[src/core/charge_cycle_pkg.sv]
// charge_cycle_pkg: constants and carrier types for the charge cycle control core
// assumes a 40 MHz core_clk and comparator flags already digital
`default_nettype none
package charge_cycle_pkg;
  localparam int CLK_HZ = 40000000;
  // debounce time for comparator flags, microseconds
  localparam int DEBOUNCE_US = 50;
  localparam int DEBOUNCE_CYCLES = (DEBOUNCE_US * (CLK_HZ / 1000000));
  // ready-state hold after termination, milliseconds
  localparam int READY_HOLD_MS = 500;
  localparam int READY_HOLD_CYCLES = READY_HOLD_MS * (CLK_HZ / 1000);
  localparam int DB_W = 12;
  localparam int HOLD_W = 25;

  // float voltage decode, millivolts
  localparam logic [12:0] FLOAT_BASE_MV = 13'h0DAC;
  localparam logic [12:0] FLOAT_STEP_MV = 13'h0014;
  localparam logic [5:0] FLOAT_CODE_MAX = 6'h2F;

  // input current limit codes
  localparam logic [1:0] INLIM_100MA = 2'h0;
  localparam logic [1:0] INLIM_500MA = 2'h1;
  localparam logic [1:0] INLIM_800MA = 2'h2;
  localparam logic [1:0] INLIM_NONE = 2'h3;
  localparam logic [9:0] INLIM_100MA_REF = 10'h064;
  localparam logic [9:0] INLIM_500MA_REF = 10'h1F4;
  localparam logic [9:0] INLIM_800MA_REF = 10'h320;
  localparam logic [9:0] INLIM_NONE_REF = 10'h3FF;

  // status codes
  localparam logic [1:0] STATUS_READY = 2'h0;
  localparam logic [1:0] STATUS_CHARGING = 2'h1;
  localparam logic [1:0] STATUS_DONE = 2'h2;
  localparam logic [1:0] STATUS_FAULT = 2'h3;

  // reset values of the host fields
  localparam logic [5:0] FLOAT_CODE_RESET = 6'h02;
  localparam logic [1:0] INLIM_RESET = 2'h0;
  localparam logic [2:0] CHG_LIMIT_RESET = 3'h0;
  localparam logic [2:0] TERM_RESET = 3'h1;
  localparam logic [1:0] WEAK_RESET = 2'h1;
  localparam logic TERM_EN_RESET = 1'b0;

  typedef enum logic [1:0] {
    MODE_HIGH_Z = 2'b00,
    MODE_CHARGE = 2'b01,
    MODE_BOOST = 2'b10
  } mode_type;

  typedef enum logic [2:0] {
    PH_IDLE = 3'b000,
    PH_PRECHARGE = 3'b001,
    PH_CONST_CURRENT = 3'b010,
    PH_VOLTAGE = 3'b011,
    PH_READY_CHECK = 3'b100,
    PH_DONE = 3'b101
  } phase_type;

  // host-programmed charging fields
  typedef struct packed {
    logic [1:0] input_current_limit;
    logic [1:0] weak_battery_threshold;
    logic termination_enable;
    logic [5:0] float_voltage_code;
    logic [2:0] charge_current_limit;
    logic [2:0] termination_current;
  } charge_cfg_type;

  // raw comparator indications
  typedef struct packed {
    logic below_short;
    logic at_float;
    logic below_recharge;
    logic below_weak;
    logic current_at_term;
    logic die_hot;
    logic supply_at_special;
    logic input_power_ok;
    logic supply_por_clear;
    logic battery_present;
  } sense_type;
  localparam int SENSE_W = 10;

  // commands toward the analog loops
  typedef struct packed {
    logic linear_precharge_on;
    logic switcher_on;
    logic boost_on;
    logic thermal_foldback;
    logic special_limit;
    logic [9:0] input_limit_ma;
    logic [12:0] float_voltage_mv;
    logic [2:0] charge_current_limit;
    logic [2:0] termination_current;
    logic [1:0] weak_battery_threshold;
  } drive_type;
endpackage
`default_nettype wire

[src/core/charge_cycle_control.sv]
// charge_cycle_control: mode, phase and cycle-start sequencing of the charger core
// assumes an external serial slave hands over field writes as one-cycle strobes
`default_nettype none
module charge_cycle_control
  import charge_cycle_pkg::*;
(
  // clock and reset
  input wire logic core_clk,
  input wire logic rst,
  input wire logic clk_en,
  // host field writes
  input wire logic cfg_write,
  input var charge_cycle_pkg::charge_cfg_type cfg_data,
  input wire logic ctrl_write,
  input wire logic charge_disable_req,
  input wire logic high_impedance_request,
  input wire logic boost_req,
  // analog indications
  input var charge_cycle_pkg::sense_type sense_raw,
  // outputs
  output var charge_cycle_pkg::drive_type drive,
  output var charge_cycle_pkg::charge_cfg_type cfg_view,
  output var charge_cycle_pkg::mode_type mode,
  output var charge_cycle_pkg::phase_type phase,
  output logic [1:0] status_code,
  output logic cycle_start
);
  import charge_cycle_pkg::*;

  // comparator synchroniser and debounce
  logic [SENSE_W-1:0] sync_a;
  logic [SENSE_W-1:0] sync_b;
  logic [SENSE_W-1:0] stable;
  logic [SENSE_W-1:0] next_stable;
  logic [DB_W-1:0] db_count [SENSE_W];
  logic [DB_W-1:0] next_db_count [SENSE_W];
  sense_type sense;

  genvar gi;
  generate
    for (gi = 0; gi < SENSE_W; gi++) begin : g_db
      // a flag must hold a whole window; any bounce restarts it
      always_comb begin
        next_db_count[gi] = db_count[gi];
        next_stable[gi] = stable[gi];
        if (sync_b[gi] == stable[gi]) begin
          next_db_count[gi] = '0;
        end else if (db_count[gi] == DB_W'(DEBOUNCE_CYCLES - 1)) begin
          next_db_count[gi] = '0;
          next_stable[gi] = sync_b[gi];
        end else begin
          next_db_count[gi] = db_count[gi] + DB_W'(1);
        end
      end
      always_ff @(posedge core_clk or posedge rst) begin
        if (rst) begin
          db_count[gi] <= '0;
          stable[gi] <= 1'b0;
        end else if (clk_en) begin
          db_count[gi] <= next_db_count[gi];
          stable[gi] <= next_stable[gi];
        end
      end
    end
  endgenerate

  // two flops; only the second one feeds the debounce
  always_ff @(posedge core_clk or posedge rst) begin
    if (rst) begin
      sync_a <= '0;
      sync_b <= '0;
    end else if (clk_en) begin
      sync_a <= sense_raw;
      sync_b <= sync_a;
    end
  end

  assign sense = stable;

  // host fields and control
  charge_cfg_type cfg;
  charge_cfg_type next_cfg;
  logic disabled;
  logic next_disabled;
  logic hz_req;
  logic next_hz_req;
  logic boost;
  logic next_boost;
  logic por_seen;
  logic next_por_seen;
  logic host_restart;
  logic por_start;

  always_comb begin
    next_cfg = cfg;
    next_disabled = disabled;
    next_hz_req = hz_req;
    next_boost = boost;
    host_restart = 1'b0;
    if (cfg_write) begin
      next_cfg = cfg_data;
    end
    if (ctrl_write) begin
      next_disabled = charge_disable_req;
      next_hz_req = high_impedance_request;
      next_boost = boost_req;
      // restart on clearing a set disable or high-z bit
      host_restart = (disabled && !charge_disable_req) ||
                     (hz_req && !high_impedance_request);
    end
    // rising edge of the debounced supply flag while below_weak is set, one start per power-up
    next_por_seen = sense.supply_por_clear;
    por_start = sense.supply_por_clear && !por_seen && sense.below_weak;
  end

  always_ff @(posedge core_clk or posedge rst) begin
    if (rst) begin
      cfg.input_current_limit <= INLIM_RESET;
      cfg.weak_battery_threshold <= WEAK_RESET;
      cfg.termination_enable <= TERM_EN_RESET;
      cfg.float_voltage_code <= FLOAT_CODE_RESET;
      cfg.charge_current_limit <= CHG_LIMIT_RESET;
      cfg.termination_current <= TERM_RESET;
      disabled <= 1'b0;
      hz_req <= 1'b0;
      boost <= 1'b0;
      por_seen <= 1'b0;
    end else if (clk_en) begin
      cfg <= next_cfg;
      disabled <= next_disabled;
      hz_req <= next_hz_req;
      boost <= next_boost;
      por_seen <= next_por_seen;
    end
  end

  // mode and phase sequencing
  mode_type next_mode;
  phase_type next_phase;
  logic [HOLD_W-1:0] hold_count;
  logic [HOLD_W-1:0] next_hold_count;
  logic start_now;

  // mode follows the bits as written, so a write answers next edge
  always_comb begin
    next_mode = MODE_HIGH_Z;
    if (next_hz_req) begin
      next_mode = MODE_HIGH_Z;
    end else if (next_boost) begin
      next_mode = MODE_BOOST;
    end else if (!next_disabled && sense.supply_por_clear) begin
      next_mode = MODE_CHARGE;
    end
  end

  always_comb begin
    next_phase = phase;
    next_hold_count = hold_count;
    start_now = 1'b0;
    if (next_mode != MODE_CHARGE) begin
      next_phase = PH_IDLE;
      next_hold_count = '0;
    end else begin
      case (phase)
        PH_IDLE: begin
          // entering charge mode from elsewhere starts a cycle too
          if (host_restart || por_start || mode != MODE_CHARGE) begin
            start_now = 1'b1;
            next_phase = PH_PRECHARGE;
          end
        end
        PH_PRECHARGE: begin
          // switching starts only once input power allows
          if (!sense.below_short && sense.input_power_ok) begin
            next_phase = PH_CONST_CURRENT;
          end
        end
        PH_CONST_CURRENT: begin
          // a sagging cell drops back to precharge
          if (sense.below_short) begin
            next_phase = PH_PRECHARGE;
          end else if (sense.at_float) begin
            next_phase = PH_VOLTAGE;
          end
        end
        PH_VOLTAGE: begin
          // without termination the float voltage simply holds
          if (cfg.termination_enable && sense.current_at_term) begin
            next_phase = PH_READY_CHECK;
            next_hold_count = '0;
          end else if (!sense.at_float) begin
            next_phase = PH_CONST_CURRENT;
          end
        end
        PH_READY_CHECK: begin
          // ready code stands for the whole window
          if (hold_count == HOLD_W'(READY_HOLD_CYCLES - 1)) begin
            next_hold_count = '0;
            // both battery and source must still be present
            if (sense.battery_present && sense.supply_por_clear) begin
              next_phase = PH_DONE;
            end else begin
              next_phase = PH_IDLE;
            end
          end else begin
            next_hold_count = hold_count + HOLD_W'(1);
          end
        end
        PH_DONE: begin
          // recharge flag already sits below float by the hysteresis
          if (sense.below_recharge) begin
            start_now = 1'b1;
            next_phase = PH_PRECHARGE;
          end
        end
        default: begin
          next_phase = PH_IDLE;
        end
      endcase
      if (host_restart && phase != PH_IDLE) begin
        start_now = 1'b1;
        next_phase = PH_PRECHARGE;
        next_hold_count = '0;
      end
    end
  end

  // drive computation
  drive_type next_drive;
  logic [1:0] next_status;
  logic [5:0] eff_code;

  // decoded from the fields being written, so they answer next edge
  always_comb begin
    eff_code = (next_cfg.float_voltage_code >= FLOAT_CODE_MAX) ? FLOAT_CODE_MAX
               : next_cfg.float_voltage_code;
    next_drive = '0;
    next_drive.float_voltage_mv = FLOAT_BASE_MV +
      13'(eff_code * FLOAT_STEP_MV);
    case (next_cfg.input_current_limit)
      INLIM_100MA: next_drive.input_limit_ma = INLIM_100MA_REF;
      INLIM_500MA: next_drive.input_limit_ma = INLIM_500MA_REF;
      INLIM_800MA: next_drive.input_limit_ma = INLIM_800MA_REF;
      default: next_drive.input_limit_ma = INLIM_NONE_REF;
    endcase
    next_drive.charge_current_limit = next_cfg.charge_current_limit;
    next_drive.termination_current = next_cfg.termination_current;
    next_drive.weak_battery_threshold = next_cfg.weak_battery_threshold;
    // foldback and special limit act only while switching
    next_drive.boost_on = (next_mode == MODE_BOOST);
    next_drive.linear_precharge_on = (next_phase == PH_PRECHARGE);
    next_drive.switcher_on = (next_phase == PH_CONST_CURRENT) ||
                             (next_phase == PH_VOLTAGE);
    next_drive.thermal_foldback = next_drive.switcher_on && sense.die_hot;
    next_drive.special_limit = next_drive.switcher_on &&
                               sense.supply_at_special;
    // status follows the phase being entered
    case (next_phase)
      PH_PRECHARGE, PH_CONST_CURRENT, PH_VOLTAGE: next_status = STATUS_CHARGING;
      PH_DONE: next_status = STATUS_DONE;
      default: next_status = STATUS_READY;
    endcase
  end

  // every output is a flop; all of it freezes while clk_en is low
  always_ff @(posedge core_clk or posedge rst) begin
    if (rst) begin
      mode <= MODE_HIGH_Z;
      phase <= PH_IDLE;
      hold_count <= '0;
      drive <= '0;
      cfg_view <= '0;
      status_code <= STATUS_READY;
      cycle_start <= 1'b0;
    end else if (clk_en) begin
      mode <= next_mode;
      phase <= next_phase;
      hold_count <= next_hold_count;
      drive <= next_drive;
      cfg_view <= next_cfg;
      status_code <= next_status;
      cycle_start <= start_now;
    end
  end
endmodule
`default_nettype wire

[config.mk]
export PLATFORM = sky130hd
export DESIGN_NAME = charge_cycle_control
export DESIGN_NICKNAME = d
export VERILOG_FILES = /design/src/core/charge_cycle_pkg.sv /design/src/core/charge_cycle_control.sv
export SDC_FILE = /design/constraint.sdc
export NUM_CORES = 1
export LEC_CHECK = 0
export BUFFER_PORTS_ARGS = -buffer_cell sky130_fd_sc_hd__buf_2
export CORE_MARGIN = 2
export CORE_UTILIZATION = 63
export CTS_BUF_LIST = sky130_fd_sc_hd__clkbuf_2
export DETAILED_ROUTE_END_ITERATION = 16
export GPL_ROUTABILITY_DRIVEN = 0
export GPL_TIMING_DRIVEN = 0
export PLACE_DENSITY = 0.84
export SKIP_CTS_REPAIR_TIMING = 1
export SLEW_MARGIN = 20
export SYNTH_ARGS = -nofsm -noshare
export SYNTH_HDL_FRONTEND = slang
export SYNTH_SLANG_ARGS = --single-unit
[constraint.sdc]
create_clock -name core_clk -period 9.1 [get_ports core_clk]
set_clock_uncertainty 0.2 [all_clocks]
set_input_delay 0.455 -clock core_clk [delete_from_list [all_inputs] [get_ports core_clk]]
set_output_delay 0.455 -clock core_clk [all_outputs]
set_load 0.02 [all_outputs]
==> results.cfg, run 1 <==
[status]
status = finished, final reports clean

[synth]
synth_area_um2 = 12300
avgSynthCellArea_um2 = 9.99
ys_warn_count = 0
synth_edf_count = 0
syn_inst = 1235
ys_types = 90
synth_top_flop_cell = dfrtp_1
synthArstFlopShare_pct = 100
ys_seq_area_share_pct = 46.1
ys_seq_elements = 227

[die]
dieArea_um2 = 20700
dieHeight_um = 144
floorplan.initialDensity_pct = 63.8
num_rows = 51
die_x_um = 144
ios = 96
core_um2 = 19300

[route]
vias = 10600
wl_um = 31700
drtPass1Iterations = 8
vias_per_cell = 6.13
drtIter0Drc = 776
remaining_drc_errors = 0
ant_nets = 0
wl_per_cell_um = 18.3

[worst_setup_path]
worstReg2RegEnd = drive[18]$_DFFE_PP0P_
critPathLaunchType = flop
arrival_ns = 4.33
cp_num_buf_inv = 1
rrSetupSlack_ns = 5.33
critPathMaxFanout = 4
cp_slowest_cell = a2111oi_0
critPathKind = reg -> reg
path_cells = and3b_1 -> a2111oi_0 -> inv_1 -> ha_1 -> ha_1 -> fa_1 -> a21o_1 -> a21oi_1 -> xor2_1 -> o211ai_1 -> o311ai_0
ff2ff_path_depth = 11
worstPathRequired_ns = 9.65
r2r_start = cfg[10]$_DFFE_PP0P_
end_kind = flop
crit_family = compound AO/OA/AOI/OAI gates
crit_top_cell = ha_1
max_stage_delay_ns = 0.84

[global_routing]
grt_usage_pct = 29.9
grt_pass1_vias = 9967
met3_usage_pct = 6.00
grt_max_degree = 109
busiest_layer = met2
use_met1_pct = 40.2
grt_pass1_wl_um = 49200
antenna_found_initial = 1
grt_use_met2_pct = 48.4
grt_overflow = 0

[finish]
multi_input_area_um2 = 6060
drive_gt1_share_pct = 22.4
layout.area.seq_um2 = 5680
syn2layout_area_growth_pct = 14.2
nFillCells = 1393
final_nets = 1483
postLayoutCoreUtil_pct = 72.9
fin_area_um2 = 14100

[worst_hold_path]
min_to = drive[10]$_DFFE_PP0P_
min_from = cfg_write
whs_path_depth = 3
min_path_type = in -> reg

[sta]
hold_viol_final = 0
drv_slew = 0
setup_ws_ns = 5.33
post-route-period-util_pct = 41.5
setup_viol = 0
fmax_ghz = 0.265
worst_pin_slew_ns = 0.980
setup-tns-final_ns = 0
slew_headroom_pct = 33.0
period_needed_ns = 3.77
rsz0062_at_grt = false

[placement]
placed_cell_area_um2 = 13200
pre_cts_slack_ns = 5.16
io_buffers = 92
dp_hpwl_um = 20600

[cts]
cts_max_level = 2
cts_buffer_depth = 3
clk_transition_reported_paths_ns = 0.13
cts-root-buf = clkbuf_2
numCtsBuffers = 59
cts_tree = yes
clock_latency_ns = 0.87
cts_sinks = 227

[power_and_ir_drop]
switching_power_mw = 0.765
leakage_nw = 6.50
p_sw_share_pct = 32.9
internal-power_mw = 1.56
pwr-share-seq_pct = 49.0
pwr-share-comb_pct = 20.4
powerDensity_nw_per_um2 = 165
ir_worst_vdd_mv = 0.148
pwr-share-clk_pct = 30.7

[flow_run]
cap_violations = 0
[registers in the layout, indices dropped and copies added (netlist names)]
| signal | count |
|---|---|
| sense | 9 |
| next_por_seen | 1 |
| hz_req | 1 |
| boost | 1 |
| status_code | 2 |
| mode | 2 |
| phase | 3 |
| db_count | 120 |
| sync_a | 10 |
| drive | 22 |
| cfg_view | 7 |
| por_seen | 1 |
| sync_b | 10 |
| cycle_start | 1 |
| hold_count | 25 |
| disabled | 1 |
| cfg | 11 |
[layer usage]
layer	wire (µm)	part of all wire (%)	vias up
met5	0	0	-
met4	886	2.8	0
met1	13000	41	5197
li1	-	-	4997
met2	15600	49	362
met3	2170	6.8	85
[power groups by stage]
stage / clock [mW] / combinational (mW) / sequential (mW)
5_1_grt: 0.774 / 0.522 / 1.15
3_5_place_dp: 0 / 0.454 / 1.16
2_1_floorplan: 0 / 0.293 / 1.18
4_1_cts: 0.721 / 0.456 / 1.14
6_report: 0.714 / 0.474 / 1.14
3_3_place_gp: 0 / 0.436 / 1.15
[cells by family after synthesis]
| logic type | after synthesis | share of synthesized area (%) |
|---|---|---|
| buffers and inverters | 122 | 4.89 |
| AO/OA/AOI/OAI | 322 | 18.6 |
| multiplexers | 72 | 6.39 |
| adder cells (fa/ha/maj) | 21 | 2.19 |
| flip-flops | 227 | 46.1 |
| other | 1 | 0.0304 |
| AND/OR/NAND/NOR | 440 | 19.7 |
| XOR/XNOR | 30 | 2.13 |
[cell usage after synthesis, types with 29 or more instances]
cell type  number  share of area, %
dfrtp_1       224                45
and3_1         44               2.2
clkbuf_1       31              0.94
nand3_1        51               2.1
mux2_2         54               4.9
nor2_1         40               1.2
a31oi_1        29               1.5
nor3_1         29               1.2
nand2_1       128               3.9
o21ai_0        91               3.7
or3_1          29               1.5
inv_1          32              0.97
o31ai_1        36               2.2
buf_4          30               1.8
a21o_1         29               1.8
[cells in the final DEF, fill, tap and decap left out, types with 29 or more instances in the layout]
cell type and instances:
nor2_1 40, and3_1 44, mux2_2 54, o31ai_1 36, a21o_1 29, nand2_1 128, dlygate4sd3_1 36, dfrtp_1 224
clkbuf_1 31, or3_1 29, nor3_1 29, buf_2 112, buf_4 30, inv_1 31, clkbuf_2 87, a31oi_1 29
o21ai_0 91, nand3_1 51
[per-stage QoR]
step	std cells	total power, mW	hold WS [ns]
after detailed placement	1595	1.61	0.235
after CTS	1699	2.32	-0.704
after global routing	1736	2.44	0.0422
after global placement	1593	1.59	0.246
final	1736	2.33	0.0495
after floorplan	1236	1.47	0.237
[worst min-delay path, cell delays in order]
cell and delay [ns]:
buf_2 0.15, a2111oi_0 0.20, mux2_2 0.28
[worst max-delay path by stage]
stage,start,endpoint,depth (start not counted)
CTS,cfg[10]$_DFFE_PP0P_,drive[18]$_DFFE_PP0P_,11
finish,cfg[10]$_DFFE_PP0P_,drive[18]$_DFFE_PP0P_,11
global placement,rst,db_count[22]$_DFFE_PP0P_,2
detailed placement,cfg_write,drive[18]$_DFFE_PP0P_,12
global route,cfg[10]$_DFFE_PP0P_,drive[18]$_DFFE_PP0P_,11
floorplan,rst,boost$_DFFE_PP0P_,1
[layout make-up]
type	instances	area share (%)
multi-input cells	887	43.0
flip-flops and latches	227	40.3
repair buffers	130	6.22
plain buffers	90	3.43
clock buffers	87	3.09
well taps	265	2.35
inverters	32	0.906
clock inverters	17	0.648
diodes	1	0.0178
Power figures use the tool's default switching activity.
==> inputs of run 2 (changes only) <==
Settings changed: CORE_UTILIZATION 63 to 57, PLACE_DENSITY 0.84 to 0.8.
Clock period 9.1 ns to 3.1 ns, I/O delays scaled along.
==> run 2 against run 1 <==
  * The run now ends with negative setup slack left
  * Count of clock-buffer cells in the layout is 1 higher
  * Power rose to 3.1 times the previous value
  * Worst setup slack got worse by 5.4 ns
  * Via count increased by 5.5%
  * Hold slack better by 0.072 ns
  * Die area up 10%
  * Register-to-register slack got worse by 5.4 ns
  * Global-route usage down 2.2 points
  * Utilization is 3.5 points lower
  * Critical path type unchanged
  * Largest power group unchanged
  * Highest routed layer unchanged
==> results.cfg, run 2 (same netlist as run 1, synthesis figures left out) <==
[worst_setup_path]
crit_start = cfg[10]$_DFFE_PP0P_
worstPathRequired_ns = 3.71
end_kind = flop
ff2ff_path_depth = 11
critPathLaunchType = flop
r2r_start = cfg[10]$_DFFE_PP0P_
worstReg2RegEnd = drive[20]$_DFFE_PP0P_
critPathKind = reg -> reg
critPathMaxFanout = 4
arrival_ns = 3.78
rrSetupSlack_ns = -0.07

[worst_hold_path]
whs_path_depth = 5
min_from = boost_req
min_path_type = in -> reg
min_to = mode[1]$_DFFE_PP0P_

[power_and_ir_drop]
p_sw_share_pct = 33.6
ir_worst_vdd_mv = 0.396
pwr-share-comb_pct = 22.1
powerDensity_nw_per_um2 = 488
switching_power_mw = 2.40
pwr-share-seq_pct = 47.0
internal-power_mw = 4.76
leakage_nw = 6.73
pwr-share-clk_pct = 30.9

[route]
wl_per_cell_um = 19.8
drtIter0Drc = 859
vias = 11200
ant_nets = 0
remaining_drc_errors = 0
wl_um = 35500
drtPass1Iterations = 6
vias_per_cell = 6.27

[die]
dieHeight_um = 151
floorplan.initialDensity_pct = 58.3
dieArea_um2 = 22800
ios = 96
num_rows = 53
core_um2 = 21200
die_x_um = 151

[sta]
worst_pin_slew_ns = 0.929
setup-tns-final_ns = -0.184
setup_ws_ns = -0.0713
period_needed_ns = 3.17
drv_slew = 0
post-route-period-util_pct = 102
slew_headroom_pct = 38.1
setup_viol = 5
hold_viol_final = 0
fmax_ghz = 0.315

[global_routing]
grt_pass1_vias = 10200
grt_pass1_wl_um = 50400
grt_overflow = 0
antenna_found_initial = 1
grt_max_degree = 33
grt_usage_pct = 27.8

[finish]
largestRegisters = db_count x120, hold_count x25, drive x22
postLayoutCoreUtil_pct = 69.4
layout_commonest_cell = dfrtp_1
regMostFlops = db_count
largest_reg_flops = 120
syn2layout_area_growth_pct = 18.9
final_nets = 1532
mostFrequentLayoutCells = 224 x dfrtp_1, 127 x nand2_1, 112 x buf_2
drive_gt1_share_pct = 23.2

[cts]
cts_max_level = 2
cts-root-buf = clkbuf_2
numCtsBuffers = 59
clk_transition_reported_paths_ns = 0.11
cts_sinks = 227
clock_latency_ns = 0.95
cts_buffer_depth = 3
cts_tree = yes

[placement]
dp_hpwl_um = 21300
io_buffers = 92

[flow_run]
cap_violations = 0

[status]
violations = negative setup slack
status = complete, but fails checks
==> run 2: changes by cell type in the layout (fill, tap and decap cells not counted), moves of 2 or more <==
cell,change
ha_2,+2
buf_12,+7
clkinv_1,-6
buf_16,-2
buf_4,+6
ha_1,-2
clkinvlp_4,+2
dlygate4sd3_1,+38
==> run 2: worst max path at each step <==
stage	endpoint	slack, ns	cells past startpoint
after floorplan	boost$_DFFE_PP0P_	-0.22	1
after global placement	db_count[16]$_DFFE_PP0P_	-1.62	2
after detailed placement	drive[20]$_DFFE_PP0P_	-0.51	11
after CTS	drive[18]$_DFFE_PP0P_	-0.54	11
after global routing	drive[20]$_DFFE_PP0P_	-0.11	11
final	drive[20]$_DFFE_PP0P_	-0.07	11
==> run 2: power by group through the flow <==
stage | Sequential, mW | Combinational [mW] | Clock (mW)
final | 3.36 | 1.58 | 2.21
after CTS | 3.35 | 1.35 | 2.21
after detailed placement | 3.40 | 1.34 | 0
after floorplan | 3.46 | 0.860 | 0
after global placement | 3.39 | 1.29 | 0
after global routing | 3.38 | 1.70 | 2.39
==> run 2: final cells by class <==
| class | count | area [µm²] |
|---|---|---|
| timing repair buffer | 179 | 1390 |
| tap | 275 | 344 |
| fill | 1489 | 6480 |
| multi-input combinational | 887 | 6110 |
| buffer | 90 | 483 |
| clock buffer | 88 | 440 |
| inverter | 32 | 124 |
| antenna | 1 | 2.50 |
| sequential | 227 | 5680 |
| clock inverter | 12 | 103 |
==> run 2: stage by stage <==
step           instances  hold WS, ns  total power, mW  area (µm²)  worst slack [ns]
6_report            1791        0.122             7.16       14700           -0.0713
5_1_grt             1791        0.134             7.47       14700            -0.113
4_1_cts             1710       -0.860             6.91       13800            -0.537
3_5_place_dp        1610       0.0930             4.74       13300            -0.512
3_3_place_gp        1603        0.187             4.68       13200             -1.62
2_1_floorplan       1236        0.105             4.32       12300            -0.219
==> run 2: per-layer routing <==
metal	share of wire (%)	vias to the layer above	global-route usage (%)	wire, µm
met5	0	-	0	0
li1	-	5093	-	-
met2	50	555	45.9	17600
met1	39	5452	35.9	13700
met4	3.8	0	10.6	1340
met3	7.9	126	6.17	2800
==> run 2: worst max-delay path, stage by stage, from the launching register on <==
cell,delay [ns]
dfrtp_1,0.43
and3b_2,0.28
a2111oi_4,0.30
inv_1,0.10
ha_2,0.19
ha_2,0.20
fa_2,0.40
a21o_1,0.20
a21oi_2,0.17
xor2_2,0.23
o211ai_1,0.17
o21a_1,0.18
==> inputs of run 3 (changes only) <==
Settings changed: PLACE_DENSITY 0.8 to unset, PLACE_DENSITY_LB_ADDON set to 0.08.
==> run 3 against run 2 <==
  * First-iteration DRC count down 25%
  * Via count decreased by 3.8%
  * Count of clock-buffer cells in the layout did not move
  * Global-route usage rose by 0.29 points
  * Register-to-register slack better by 0.04 ns
  * Power is 2.6% lower
  * Critical path type unchanged
  * Sequential power is essentially flat
  * Die area did not move
  * The flow still finishes with violations (negative setup slack)
  * Design area is the same
  * Worst setup slack better by 0.042 ns
  * Final cell count is 0.22% lower
  * Hold slack lost 0.016 ns
==> results.cfg, run 3 (same netlist as run 1, synthesis figures left out) <==
[global_routing]
antenna_found_initial = 1
grt_overflow = 0
grt_pass1_wl_um = 50800
grt_pass1_vias = 10200
grt_max_degree = 34
grt_usage_pct = 28.1

[placement]
pre_cts_slack_ns = -0.424
dp_hpwl_um = 21300
placed_cells = 1611
io_buffers = 92

[die]
num_rows = 53
ios = 96
floorplan.initialDensity_pct = 58.3
dieHeight_um = 151
core_um2 = 21200
dieArea_um2 = 22800
die_x_um = 151

[cts]
clock_latency_ns = 0.88
cts_buffer_depth = 3
numCtsBuffers = 58
cts_max_level = 2
cts-root-buf = clkbuf_2
cts_tree = yes
cts_sinks = 227
clk_transition_reported_paths_ns = 0.11

[route]
wl_per_cell_um = 18.5
wl_um = 33100
ant_nets = 0
drtPass1Iterations = 5
drtIter0Drc = 647
vias = 10800
vias_per_cell = 6.05
remaining_drc_errors = 0

[power_and_ir_drop]
leakage_nw = 6.72
powerDensity_nw_per_um2 = 475
finalPower_mw = 6.97
ir_worst_vdd_mv = 0.371

[finish]
mostFrequentLayoutCells = 224 x dfrtp_1, 126 x nand2_1, 112 x buf_2
final_nets = 1529
syn2layout_area_growth_pct = 18.9
regMostFlops = db_count
largestRegisters = db_count x120, hold_count x25, drive x22
largest_reg_flops = 120
drive_gt1_share_pct = 23.4
layout_commonest_cell = dfrtp_1
final-instance-count-excl-fill = 1787

[sta]
whs_ns = 0.106
fmax_ghz = 0.320
post-route-period-util_pct = 101
setup_ws_ns = -0.0294
rsz0062_at_grt = true
hold_viol_final = 0
slew_headroom_pct = 42.3
drv_slew = 0
period_needed_ns = 3.13
setup_viol = 3
worst_pin_slew_ns = 0.866

[worst_setup_path]
worstPathRequired_ns = 3.62
end_kind = flop
arrival_ns = 3.65
critPathLaunchType = flop
critPathKind = reg -> reg
critPathMaxFanout = 4

[status]
violations = negative setup slack
status = complete, but fails checks

[worst_hold_path]
min_path_type = in -> reg

[flow_run]
cap_violations = 0
run 3: changes by cell type in the layout (fill, tap and decap cells not counted), moves of 2 or more:
cell    before  now
buf_16       0    2
buf_4       36   34
ha_4         0    2
inv_2        0    2
run 3: per-stage QoR:
step	util, %	TNS (ns)	cell area (µm²)
5_1_grt	69.4	-0.387	14700
6_report	69.4	-0.0747	14700
3_3_place_gp	62.2	-373.88	13200
4_1_cts	65.4	-1.91	13800
2_1_floorplan	-	-48.95	12300
3_5_place_dp	63.0	-1.76	13300
run 3: critical path, cell delays in order (launching register included):
cell,delay (ns)
dfrtp_1,0.43
buf_4,0.15
mux2_2,0.32
nor2_1,0.21
ha_1,0.31
ha_1,0.35
nand3_1,0.14
a21boi_2,0.08
buf_4,0.15
o211a_1,0.26
o211ai_1,0.25
o311ai_1,0.14
run 3: final cells by class:
class / count / area, µm²
diodes: 1 / 2.50
plain buffers: 90 / 483
clock buffers: 88 / 440
clock inverters: 10 / 63.8
fillers: 1637 / 6480
inverters: 32 / 124
multi-input cells: 887 / 6140
flip-flops and latches: 227 / 5680
well taps: 275 / 344
repair buffers: 177 / 1400
run 3: layer usage:
layer  vias up  GRT usage, %  part of all wire (%)
li1       5091             -                     -
met1      5316          37.0                    43
met2       323          46.3                    49
met3        75          5.48                   5.7
met4         0          10.3                   2.7
met5         -             0                     0
run 3: final timing paths:
kind                                        from                  endpoint  slack [ns]  depth (start not counted)
setup / recovery             cfg[11]$_DFFE_PP0P_     drive[18]$_DFFE_PP0P_       -0.03                         11
hold / removal                         boost_req     drive[33]$_DFFE_PP0P_        0.11                          5
setup reg to reg             cfg[11]$_DFFE_PP0P_     drive[18]$_DFFE_PP0P_       -0.03                         11
hold reg to reg            drive[26]$_DFFE_PP0P_     drive[26]$_DFFE_PP0P_        0.28                          1
max in group asynchronous                    rst  db_count[90]$_DFFE_PP0P_        1.52                          7
min in group asynchronous                    rst     drive[28]$_DFFE_PP0P_        0.23                          4
run 3: power by group:
part | internal, mW | total [mW] | switching, mW
Sequential | 3.18 | 3.35 | 0.173
Combinational | 0.680 | 1.55 | 0.872
Clock | 0.825 | 2.07 | 1.24
Total | 4.68 | 6.97 | 2.29
